**config.mk**
```make
export PLATFORM = sky130hd
export DESIGN_NAME = esq_regs
export DESIGN_NICKNAME = d
export VERILOG_FILES = /design/src/logic/esq_pkg.sv /design/src/logic/esq_readout_delay.sv /design/src/logic/esq_regs.sv
export VERILOG_INCLUDE_DIRS = /design/src /design/src/logic
export SDC_FILE = /design/constraint.sdc
export NUM_CORES = 1
export LEC_CHECK = 0
export BUFFER_PORTS_ARGS = -buffer_cell sky130_fd_sc_hd__clkbuf_2
export CAP_MARGIN = 25
export CELL_PAD_IN_SITES_DETAIL_PLACEMENT = 1
export CELL_PAD_IN_SITES_GLOBAL_PLACEMENT = 1
export CORE_MARGIN = 2
export CORE_UTILIZATION = 43
export DETAILED_ROUTE_END_ITERATION = 10
export PLACE_DENSITY_LB_ADDON = 0.1
export SYNTH_ARGS = -nofsm -noshare
export SYNTH_HDL_FRONTEND = slang
export SYNTH_SLANG_ARGS = --single-unit
```
**constraint.sdc**
```tcl
create_clock -name clk -period 4.1 [get_ports clk]
set_clock_uncertainty 0.1 [all_clocks]
set_input_delay 0 -clock clk [delete_from_list [all_inputs] [get_ports clk]]
set_output_delay 0 -clock clk [all_outputs]
set_load 0.005 [all_outputs]
```
**src/logic/esq_map.svh**
```systemverilog
/*
  Register offsets, field positions, reset values and widths of the
  exposure status and sequencer mode register slice.
  Assumes a 9-bit word address from the serial configuration port.
*/
`ifndef ESQ_MAP_SVH
`define ESQ_MAP_SVH

`define ESQ_ADDR_W           9
`define ESQ_DATA_W           16

`define ESQ_OFS_PIX_LOW      9'h0b8
`define ESQ_OFS_PIX_HIGH     9'h0b9
`define ESQ_OFS_AVG_LOCK     9'h0ba
`define ESQ_OFS_EXP_RB       9'h0bb
`define ESQ_OFS_GAIN_RB      9'h0bc
`define ESQ_OFS_RSVD_STAT    9'h0bd
`define ESQ_OFS_MODE         9'h0c0
`define ESQ_OFS_DELAY_CFG    9'h0c1

`define ESQ_PIX_W            19
`define ESQ_PIX_LOW_MSB      15
`define ESQ_PIX_HIGH_MSB     2
`define ESQ_AVG_W            10
`define ESQ_LOCK_BIT         12
`define ESQ_AMP1_LSB         0
`define ESQ_AMP2_LSB         2
`define ESQ_DGAIN_LSB        4
`define ESQ_DGAIN_W          12

`define ESQ_MODE_ENABLE      0
`define ESQ_MODE_ROLLING     1
`define ESQ_MODE_TRIGGERED   4
`define ESQ_MODE_SLAVE       5
`define ESQ_MODE_DELAY_EN    6
`define ESQ_MODE_SUBSAMPLE   7
`define ESQ_MODE_BINNING     8
`define ESQ_MODE_W           9
`define ESQ_MODE_RESET       9'h000

`define ESQ_DLY_XLEN_MSB     7
`define ESQ_DLY_LEN_LSB      8
`define ESQ_DLY_LEN_W        8
`define ESQ_DELAY_RESET      16'h0000
`define ESQ_STATUS_RESET     16'h0000

`endif

```
**src/logic/esq_pkg.sv**
```systemverilog
/*
  Types shared by the register slice and its readout delay timer.
  Assumes esq_map.svh is on the include path.
*/
`include "esq_map.svh"

package esq_pkg;

  typedef logic [`ESQ_ADDR_W-1:0] esq_addr_t;
  typedef logic [`ESQ_DATA_W-1:0] esq_word_t;

  // Values produced by the exposure control loop
  typedef struct packed {
    logic [`ESQ_PIX_W-1:0]   pixel_count;
    logic [`ESQ_AVG_W-1:0]   average;
    logic                    locked;
    logic [15:0]             exposure;
    logic [1:0]              analog_amp_first_setting;
    logic [1:0]              analog_amp_second_setting;
    logic [`ESQ_DGAIN_W-1:0] digital_gain;
  } esq_status_s;

  // Mode as seen by the sequencer, already qualified by shutter type
  typedef struct packed {
    logic enable;
    logic rolling;
    logic triggered;
    logic slave;
    logic delay_en;
    logic subsample;
    logic binning;
  } esq_mode_s;

  typedef enum logic {DLY_IDLE, DLY_WAIT} esq_dly_e;

endpackage

```
**src/logic/esq_readout_delay.sv**
```systemverilog
/*
  Optional delay between the end of the row overhead phase and the
  start of pixel readout.
  Assumes row_overhead_end is a one-cycle pulse on clk; pulses that
  arrive while a delay is running are ignored.
*/
`timescale 1ns/1ps
`include "esq_map.svh"

module esq_readout_delay
  import esq_pkg::*;
#(
  parameter int LEN_W = `ESQ_DLY_LEN_W
) (
  input  wire logic             clk,
  input  wire logic             rst_n,
  input  wire logic             delay_en,
  input  wire logic [LEN_W-1:0] delay_len,
  input  wire logic             row_overhead_end,
  output logic                  readout_start,
  output logic                  delay_busy
);

  esq_dly_e         st_q;
  logic [LEN_W-1:0] cnt_q;
  logic             start_q;

  // A zero length acts as no delay so a readout is never lost
  always_ff @(posedge clk or negedge rst_n) begin
    if (!rst_n) begin
      st_q    <= DLY_IDLE;
      cnt_q   <= '0;
      start_q <= 1'b0;
    end else begin
      start_q <= 1'b0;
      unique case (st_q)
        DLY_IDLE: begin
          if (row_overhead_end) begin
            if (!delay_en || delay_len == '0) begin
              start_q <= 1'b1;
            end else begin
              cnt_q <= delay_len;
              st_q  <= DLY_WAIT;
            end
          end
        end
        DLY_WAIT: begin
          if (cnt_q == LEN_W'(1)) begin
            start_q <= 1'b1;
            st_q    <= DLY_IDLE;
          end else begin
            cnt_q <= cnt_q - LEN_W'(1);
          end
        end
      endcase
    end
  end

  assign readout_start = start_q;
  assign delay_busy    = (st_q == DLY_WAIT);

  AST_NO_DELAY: assert property (@(posedge clk) disable iff (!rst_n)
    (st_q == DLY_IDLE && row_overhead_end && !delay_en)
      |=> readout_start)
    else $error("readout did not start one cycle after row overhead");

  AST_DELAY_LEN: assert property (
    @(posedge clk) disable iff (!rst_n)
    (st_q == DLY_IDLE && row_overhead_end && delay_en && delay_len == 8'h02)
      |=> !readout_start [*2] ##1 readout_start)
    else $error("readout delay length does not match the field");

  COV_DELAYED: cover property (@(posedge clk) disable iff (!rst_n)
    delay_busy ##1 readout_start);

endmodule

```
**src/logic/esq_regs.sv**
```systemverilog
/*
  Exposure status readback and sequencer mode registers.
  Assumes the serial configuration port has already been decoded into
  word strobes on clk; status values come from logic on the same clock.
*/
`timescale 1ns/1ps
`include "esq_map.svh"

module esq_regs
  import esq_pkg::*;
(
  input  wire logic        clk,
  input  wire logic        reset_n,
  input  wire esq_addr_t   reg_addr,
  input  wire esq_word_t   reg_wdata,
  input  wire logic        reg_wr,
  input  wire logic        reg_rd,
  output esq_word_t        reg_rdata,
  output logic             reg_rvalid,
  input  wire esq_status_s loop_status,
  input  wire logic        loop_status_upd,
  input  wire logic        row_overhead_end,
  output esq_mode_s        seq_mode,
  output logic [7:0]       rs_x_length,
  output logic             readout_start,
  output logic             delay_busy
);

  logic [1:0]             rst_sync_q;
  logic                   rst_n;
  esq_status_s            status_q;
  logic [`ESQ_MODE_W-1:0] mode_q;
  esq_word_t              delay_cfg_q;
  esq_mode_s              mode_out_q;
  esq_mode_s              mode_out_d;
  esq_word_t              rdata_q;
  logic                   rvalid_q;

  function automatic logic hit(input esq_addr_t a, input esq_addr_t ofs);
    return a == ofs;
  endfunction

  // Release is synchronous so that no register leaves reset mid-cycle
  always_ff @(posedge clk or negedge reset_n) begin
    if (!reset_n) begin
      rst_sync_q <= 2'b00;
    end else begin
      rst_sync_q <= {rst_sync_q[0], 1'b1};
    end
  end

  assign rst_n = rst_sync_q[1];

  // Writes never reach this copy; only the loop refreshes it
  always_ff @(posedge clk or negedge rst_n) begin
    if (!rst_n) begin
      status_q <= '0;
    end else if (loop_status_upd) begin
      status_q <= loop_status;
    end
  end

  always_ff @(posedge clk or negedge rst_n) begin
    if (!rst_n) begin
      mode_q <= `ESQ_MODE_RESET;
    end else if (reg_wr && hit(reg_addr, `ESQ_OFS_MODE)) begin
      mode_q <= reg_wdata[`ESQ_MODE_W-1:0];
    end
  end

  always_ff @(posedge clk or negedge rst_n) begin
    if (!rst_n) begin
      delay_cfg_q <= `ESQ_DELAY_RESET;
    end else if (reg_wr && hit(reg_addr, `ESQ_OFS_DELAY_CFG)) begin
      delay_cfg_q <= reg_wdata;
    end
  end

  // Triggered and slave selections are ignored in rolling shutter
  always_comb begin
    mode_out_d.enable    = mode_q[`ESQ_MODE_ENABLE];
    mode_out_d.rolling   = mode_q[`ESQ_MODE_ROLLING];
    mode_out_d.triggered = mode_q[`ESQ_MODE_TRIGGERED] &
                           ~mode_q[`ESQ_MODE_ROLLING];
    mode_out_d.slave     = mode_q[`ESQ_MODE_SLAVE] &
                           ~mode_q[`ESQ_MODE_ROLLING];
    mode_out_d.delay_en  = mode_q[`ESQ_MODE_DELAY_EN];
    mode_out_d.subsample = mode_q[`ESQ_MODE_SUBSAMPLE];
    mode_out_d.binning   = mode_q[`ESQ_MODE_BINNING];
  end

  always_ff @(posedge clk or negedge rst_n) begin
    if (!rst_n) begin
      mode_out_q <= '0;
    end else begin
      mode_out_q <= mode_out_d;
    end
  end

  assign seq_mode    = mode_out_q;
  assign rs_x_length = delay_cfg_q[`ESQ_DLY_XLEN_MSB:0];

  function automatic esq_word_t read_mux(input esq_addr_t a);
    esq_word_t w;
    w = '0;
    if (hit(a, `ESQ_OFS_PIX_LOW)) begin
      w = status_q.pixel_count[`ESQ_PIX_LOW_MSB:0];
    end else if (hit(a, `ESQ_OFS_PIX_HIGH)) begin
      w[`ESQ_PIX_HIGH_MSB:0] =
        status_q.pixel_count[`ESQ_PIX_W-1:`ESQ_PIX_LOW_MSB+1];
    end else if (hit(a, `ESQ_OFS_AVG_LOCK)) begin
      w[`ESQ_AVG_W-1:0]  = status_q.average;
      w[`ESQ_LOCK_BIT]   = status_q.locked;
    end else if (hit(a, `ESQ_OFS_EXP_RB)) begin
      w = status_q.exposure;
    end else if (hit(a, `ESQ_OFS_GAIN_RB)) begin
      w[`ESQ_AMP1_LSB+:2] = status_q.analog_amp_first_setting;
      w[`ESQ_AMP2_LSB+:2] = status_q.analog_amp_second_setting;
      w[`ESQ_DGAIN_LSB+:`ESQ_DGAIN_W] = status_q.digital_gain;
    end else if (hit(a, `ESQ_OFS_RSVD_STAT)) begin
      w = `ESQ_STATUS_RESET;
    end else if (hit(a, `ESQ_OFS_MODE)) begin
      w[`ESQ_MODE_W-1:0] = mode_q;
    end else if (hit(a, `ESQ_OFS_DELAY_CFG)) begin
      w = delay_cfg_q;
    end
    return w;
  endfunction

  // Unmapped addresses read as zero
  always_ff @(posedge clk or negedge rst_n) begin
    if (!rst_n) begin
      rdata_q  <= '0;
      rvalid_q <= 1'b0;
    end else begin
      rvalid_q <= reg_rd;
      if (reg_rd) begin
        rdata_q <= read_mux(reg_addr);
      end
    end
  end

  assign reg_rdata  = rdata_q;
  assign reg_rvalid = rvalid_q;

  esq_readout_delay #(
    .LEN_W (`ESQ_DLY_LEN_W)
  ) u_delay (
    .clk              (clk),
    .rst_n            (rst_n),
    .delay_en         (mode_out_q.delay_en),
    .delay_len        (delay_cfg_q[`ESQ_DLY_LEN_LSB+:`ESQ_DLY_LEN_W]),
    .row_overhead_end (row_overhead_end),
    .readout_start    (readout_start),
    .delay_busy       (delay_busy)
  );

  // Read data is built from the copy as it stood at the read edge, so
  // a loop update on that same edge must not be seen in the answer
  AST_PIX_LOW: assert property (
    @(posedge clk) disable iff (!rst_n)
    reg_rd && hit(reg_addr, `ESQ_OFS_PIX_LOW)
      |=> reg_rvalid && reg_rdata == $past(status_q.pixel_count[15:0]))
    else $error("pixel count low word mismatch");

  AST_PIX_HIGH: assert property (
    @(posedge clk) disable iff (!rst_n)
    reg_rd && hit(reg_addr, `ESQ_OFS_PIX_HIGH)
      |=> reg_rdata == {13'h0000, $past(status_q.pixel_count[18:16])})
    else $error("pixel count high field mismatch");

  AST_AVG_LOCK: assert property (
    @(posedge clk) disable iff (!rst_n)
    reg_rd && hit(reg_addr, `ESQ_OFS_AVG_LOCK)
      |=> reg_rdata[9:0] == $past(status_q.average) &&
          reg_rdata[12] == $past(status_q.locked) &&
          reg_rdata[15:13] == 3'h0 && reg_rdata[11:10] == 2'h0)
    else $error("average or lock readback mismatch");

  AST_GAIN: assert property (
    @(posedge clk) disable iff (!rst_n)
    reg_rd && hit(reg_addr, `ESQ_OFS_GAIN_RB)
      |=> reg_rdata == {$past(status_q.digital_gain),
                        $past(status_q.analog_amp_second_setting),
                        $past(status_q.analog_amp_first_setting)})
    else $error("gain readback mismatch");

  AST_EXP_RB: assert property (
    @(posedge clk) disable iff (!rst_n)
    reg_rd && hit(reg_addr, `ESQ_OFS_EXP_RB)
      |=> reg_rdata == $past(status_q.exposure))
    else $error("exposure readback mismatch");

  AST_RSVD_ZERO: assert property (
    @(posedge clk) disable iff (!rst_n)
    reg_rd && hit(reg_addr, `ESQ_OFS_RSVD_STAT)
      |=> reg_rdata == 16'h0000)
    else $error("reserved status word not zero");

  AST_RVALID: assert property (
    @(posedge clk) disable iff (!rst_n)
    reg_rvalid == $past(reg_rd))
    else $error("read valid not one cycle after the read strobe");

  AST_ENABLE: assert property (
    @(posedge clk) disable iff (!rst_n)
    reg_wr && hit(reg_addr, `ESQ_OFS_MODE)
      |=> ##1 seq_mode.enable == $past(reg_wdata[0], 2))
    else $error("enable did not follow the mode write");

  AST_MODE_HOLD: assert property (
    @(posedge clk) disable iff (!rst_n)
    !(reg_wr && hit(reg_addr, `ESQ_OFS_MODE))
      |=> mode_q == $past(mode_q))
    else $error("mode word changed without a write");

  AST_MODE_RB: assert property (
    @(posedge clk) disable iff (!rst_n)
    reg_rd && hit(reg_addr, `ESQ_OFS_MODE)
      |=> reg_rdata == {7'h00, $past(mode_q)})
    else $error("mode word readback mismatch");

  AST_ROLLING: assert property (
    @(posedge clk) disable iff (!rst_n)
    seq_mode.rolling == $past(mode_q[1]))
    else $error("shutter selection does not follow the mode word");

  AST_TRIG_GLOBAL: assert property (
    @(posedge clk) disable iff (!rst_n)
    seq_mode.triggered |-> !seq_mode.rolling && $past(mode_q[4]))
    else $error("triggered mode outside global shutter");

  AST_TRIG_FOLLOW: assert property (
    @(posedge clk) disable iff (!rst_n)
    !$past(mode_q[1]) |-> seq_mode.triggered == $past(mode_q[4]))
    else $error("triggered mode lost in global shutter");

  AST_SLAVE_GLOBAL: assert property (
    @(posedge clk) disable iff (!rst_n)
    seq_mode.slave |-> !seq_mode.rolling && $past(mode_q[5]))
    else $error("slave mode outside global shutter");

  AST_SLAVE_FOLLOW: assert property (
    @(posedge clk) disable iff (!rst_n)
    !$past(mode_q[1]) |-> seq_mode.slave == $past(mode_q[5]))
    else $error("slave mode lost in global shutter");

  AST_DELAY_EN: assert property (
    @(posedge clk) disable iff (!rst_n)
    seq_mode.delay_en == $past(mode_q[6]))
    else $error("delay enable does not follow the mode word");

  AST_SUB_BIN: assert property (
    @(posedge clk) disable iff (!rst_n)
    seq_mode.subsample == $past(mode_q[7]) &&
    seq_mode.binning == $past(mode_q[8]))
    else $error("subsample or binning does not follow the mode word");

  AST_DLY_HOLD: assert property (
    @(posedge clk) disable iff (!rst_n)
    !(reg_wr && hit(reg_addr, `ESQ_OFS_DELAY_CFG))
      |=> delay_cfg_q == $past(delay_cfg_q))
    else $error("delay word changed without a write");

  AST_DELAY_RB: assert property (
    @(posedge clk) disable iff (!rst_n)
    reg_rd && hit(reg_addr, `ESQ_OFS_DELAY_CFG)
      |=> reg_rdata == $past(delay_cfg_q))
    else $error("delay word readback mismatch");

  AST_RO_STATUS: assert property (
    @(posedge clk) disable iff (!rst_n)
    !loop_status_upd |=> status_q == $past(status_q))
    else $error("status changed without a loop update");

  AST_STATUS_UPD: assert property (
    @(posedge clk) disable iff (!rst_n)
    loop_status_upd |=> status_q == $past(loop_status))
    else $error("status did not take the loop value");

  COV_MODE_WRITE: cover property (@(posedge clk) disable iff (!rst_n)
    reg_wr && hit(reg_addr, `ESQ_OFS_MODE) ##2 seq_mode.enable);

  COV_STATUS_WRITE: cover property (@(posedge clk) disable iff (!rst_n)
    reg_wr && hit(reg_addr, `ESQ_OFS_EXP_RB));

  COV_LOCK_READ: cover property (@(posedge clk) disable iff (!rst_n)
    reg_rvalid && reg_rdata[12]);

endmodule

```
==> impl_metrics.ini <==
[route]
routedWlPerCell_um = 19.4
drt-vias-per-instance = 5.23
final_antenna_net_count = 0
drt_total_wl_um = 16900
initialDrtViolationCount = 256
dr.pass1.iters = 4
total_number_of_vias = 4555
post-route-drc-count = 0

[place]
post-dp-hpwl_um = 11000
io_buffers = 126
place_area_mm2 = 0.00653
finalWeightedCongestion = 0.799

[die]
die-area_mm2 = 0.0145
die-height_um = 120
std_cell_rows = 42
top_level_ports = 127
start_util = 0.441
core_region_mm2 = 0.0132
dieWidth_um = 120

[power_and_ir_drop]
pwr_density_cell_mw_per_mm2 = 421
static_leak_nw = 3.70
power.ir.vdd_worst_uv = 299

[critical_path]
path_buf_inv = 2
criticalPathCategory = in2reg
cp-end-kind = flop
cell_by_cell_trace_of_the_critical_path = dlygate4sd3_1 > clkbuf_2 > or3b_4 > nor2_2 > and3_1 > a221oi_1 > o221ai_1
reg2reg_to = u_delay.cnt_q[0]$_DFFE_PN0P_
critical_path_required_ns = 4.32
arrival_ns = 2.43
timing.critical_path.fanout_max = 14
worst_setup_path_endpoint = reg_rdata[9]$_DFFE_PN0P_
worst_path_max_delay_cell = sky130_fd_sc_hd__dlygate4sd3_1
start_kind = input port
reg2reg_depth = 5
worst_setup_path_startpoint = reg_addr[8]
cpPeakStageDelay_ns = 0.55
regToRegSetupSlack_ns = 2.05
cp_num_cells = 7
critPathTopFamily = simple AND/OR/NAND/NOR gates
crit-reg2reg-launch = u_delay.delay_busy$_DFF_PN0_

[synth]
post_synth_xor_area_fraction = 0.00150
syn-instance-count = 488
yosys-top-cells-area = sky130_fd_sc_hd__dfrtp_1 53%, sky130_fd_sc_hd__mux2_2 13%, sky130_fd_sc_hd__mux2_1 2.9%
synth_enable_flop_cells = 0
area_of_the_mapped_netlist_mm2 = 0.00584
ys_seq_area_frac = 0.527
synth.yosys.warnings = 0
synth_compound_area_frac = 0.0862
synth_top_area_frac = 0.527
yosys.area.top_type = sky130_fd_sc_hd__dfrtp_1
synth_top_family_by_area = multiplexers
yosys.area_share.simple = 0.137
synthDistinctLibCells = 58
synth-async-reset-ratio = 1.00
ys.flop_type = sky130_fd_sc_hd__dfrtp_1
post_synth.cell_area_avg_um2 = 12.0
muxShareOfSynthArea = 0.204
synth_fp_nets = 583
yosys_register_bits = 123
synth_adder_area_share = 0.00429

[flow_run]
drv.max_cap_violation_count = 0

[global_route]
antenna_found_initial = 0
grt_start_max_net_pins = 62
number_of_global_route_vias_before_repair = 5046
global_route.usage.total = 0.248
grt-ovfl-total = 0
first_pass_grt_wire_length_um = 27200

[clocking]
postCtsSetupBuffers = 0
clkLatencyLatePin_ns = 0.42
h-tree-depth = 4
cts-root-to-sink-buffers = 2
clock_sink_count = 123
cts.repair.resized = 0
cts.reportedPaths.clkPinSlew_ns = 0.06
cts_made_buffers = 17
cts.root.buffer_cell = sky130_fd_sc_hd__clkbuf_16
tritoncts = done

[timing]
slew_headroom = 0.328
shortest_clock_period_the_worst_path_allows_after_layout_ns = 2.21
setup-tns-final_ns = 0
worst_pin_slew_ns = 1.01
setup_repair_after_global_routing_missed_its_margin = false
finalCritPeriodShare = 0.539
fmax_mhz = 453
finalHoldViolations = 0
drv_slew = 0
final-setup-viol-count = 0

[cells_and_area]
final_nets = 779
syn2layout_area_growth_pct = 36.3
fill_cell_total_of_the_finished_layout = 1408
area.sequential_mm2 = 0.00308
antenna-diode-count = 0
drive_above_1_share = 0.360
final_cell_area_mm2 = 0.00795
multiInputGateArea_mm2 = 0.00253
postLayoutCoreUtil = 0.601

[min_path]
worstHoldPathType = in2reg

[outcome]
outcome = finished clean
## placed cells by master, fill, tap and decap left out, types with 6 or more instances in the layout
cell type,n
sky130_fd_sc_hd__and3_1,11
sky130_fd_sc_hd__inv_1,7
sky130_fd_sc_hd__dfrtp_1,122
sky130_fd_sc_hd__o221ai_1,7
sky130_fd_sc_hd__clkbuf_8,6
sky130_fd_sc_hd__clkbuf_2,126
sky130_fd_sc_hd__a21oi_1,14
sky130_fd_sc_hd__mux2i_1,13
sky130_fd_sc_hd__mux2_4,10
sky130_fd_sc_hd__nor2b_1,12
sky130_fd_sc_hd__o21ai_0,17
sky130_fd_sc_hd__o22ai_1,9
sky130_fd_sc_hd__nand2_1,40
sky130_fd_sc_hd__nor2_1,10
sky130_fd_sc_hd__a211oi_1,9
sky130_fd_sc_hd__dlygate4sd3_1,83
sky130_fd_sc_hd__mux2_2,66
sky130_fd_sc_hd__mux2_1,15
sky130_fd_sc_hd__nand3_1,23
sky130_fd_sc_hd__clkbuf_16,17
## power by group
group          switching, mW  leakage, nW  internal [mW]
registers              0.109         1.54           1.32
logic                  0.180         1.87          0.229
clock network          0.525        0.290          0.982
## cell type report
cell class              count  area share
clock inverters             6      0.0107
multi-input cells         321       0.318
well taps                 176      0.0277
clock buffers              24      0.0643
repair buffers            213       0.188
flip-flops and latches    123       0.388
inverters                   8     0.00378
## worst register-to-register path, delay by kind of cell (launching register included)
| kind | cells | cell delay, ns |
|---|---|---|
| compound gates | 2 | 0.31 |
| flops | 1 | 0.70 |
| simple gates | 3 | 0.81 |
## sequential cells by signal, summed over array words and instances, names as in the netlist
| name | cells |
|---|---|
| delay_cfg_q | 16 |
| mode_q | 9 |
| u_delay.cnt_q | 8 |
| rst_sync_q | 2 |
| reg_rdata | 16 |
| u_delay.readout_start | 1 |
| u_delay.delay_busy | 1 |
| reg_rvalid | 1 |
| status_q | 62 |
| seq_mode | 7 |
## how the worst min path moves through the flow
stage / startpoint / endpoint / cells after the start / slack (ns)
after CTS: reg_wr / delay_cfg_q[3]$_DFFE_PN0P_ / 3 / 0.06
after detailed placement: reset_n / rst_sync_q[1]$_DFF_PN0_ / 1 / -0.31
after global placement: reset_n / rst_sync_q[0]$_DFF_PN0_ / 1 / -0.31
after floorplan: reset_n / rst_sync_q[0]$_DFF_PN0_ / 0 / -0.40
after global routing: reg_wr / delay_cfg_q[8]$_DFFE_PN0P_ / 3 / 0.08
final: reg_wr / delay_cfg_q[15]$_DFFE_PN0P_ / 3 / 0.09
## per-layer routing
metal	share of wire	routed length (µm)	track usage	vias to the layer above
li1	-	-	-	2163
met1	0.44	7370	0.311	2290
met2	0.52	8840	0.435	85
met3	0.033	554	0.0505	17
met4	0.0090	152	0.0661	0
met5	0	0	0	-
## Yosys cell counts (all sizes together) (2+ instances only)
library cell and n:
inv 8, mux2i 13, or4 2, or3 3
nor2 13, nor3 2, nor3b 7, nand2 41
nand2b 5, nand4 3, buf 20, o22ai 9
mux2 91, clkbuf 16, nand3b 3, a211oi 9
a21oi 14, nor4 3, a31oi 4, nor2b 12
and3 11, o221ai 7, o211ai 4, nand3 24
a221oi 2, o21ai 21, ha 2, a41oi 3
dfrtp 123
## kinds of logic (layout without fill, tap and decap cells)
kind of cell,count (synthesis),after routing
buffers and inverters,44,251
multiplexers,104,104
XOR/XNOR,1,1
other,1,1
AO/OA/AOI/OAI,78,78
adder cells (fa/ha/maj),2,2
AND/OR/NAND/NOR,135,135
flip-flops,123,123
## through the flow
step	total power, mW	hold WS (ns)	setup WS (ns)	cells
6_report	3.35	0.0867	1.89	871
5_1_grt	3.49	0.0827	1.80	871
4_1_cts	3.37	0.0637	1.89	871
3_5_place_dp	1.79	-0.309	1.91	758
3_3_place_gp	1.77	-0.314	2.06	758
2_1_floorplan	1.65	-0.396	0.320	488
## repair_timing
item                       in CTS  in global routing
hold buffers                   83                  0
hold endpoints to repair       95                  0
setup endpoints to repair       0                  0
No activity file was read; power rests on OpenSTA's default activity.
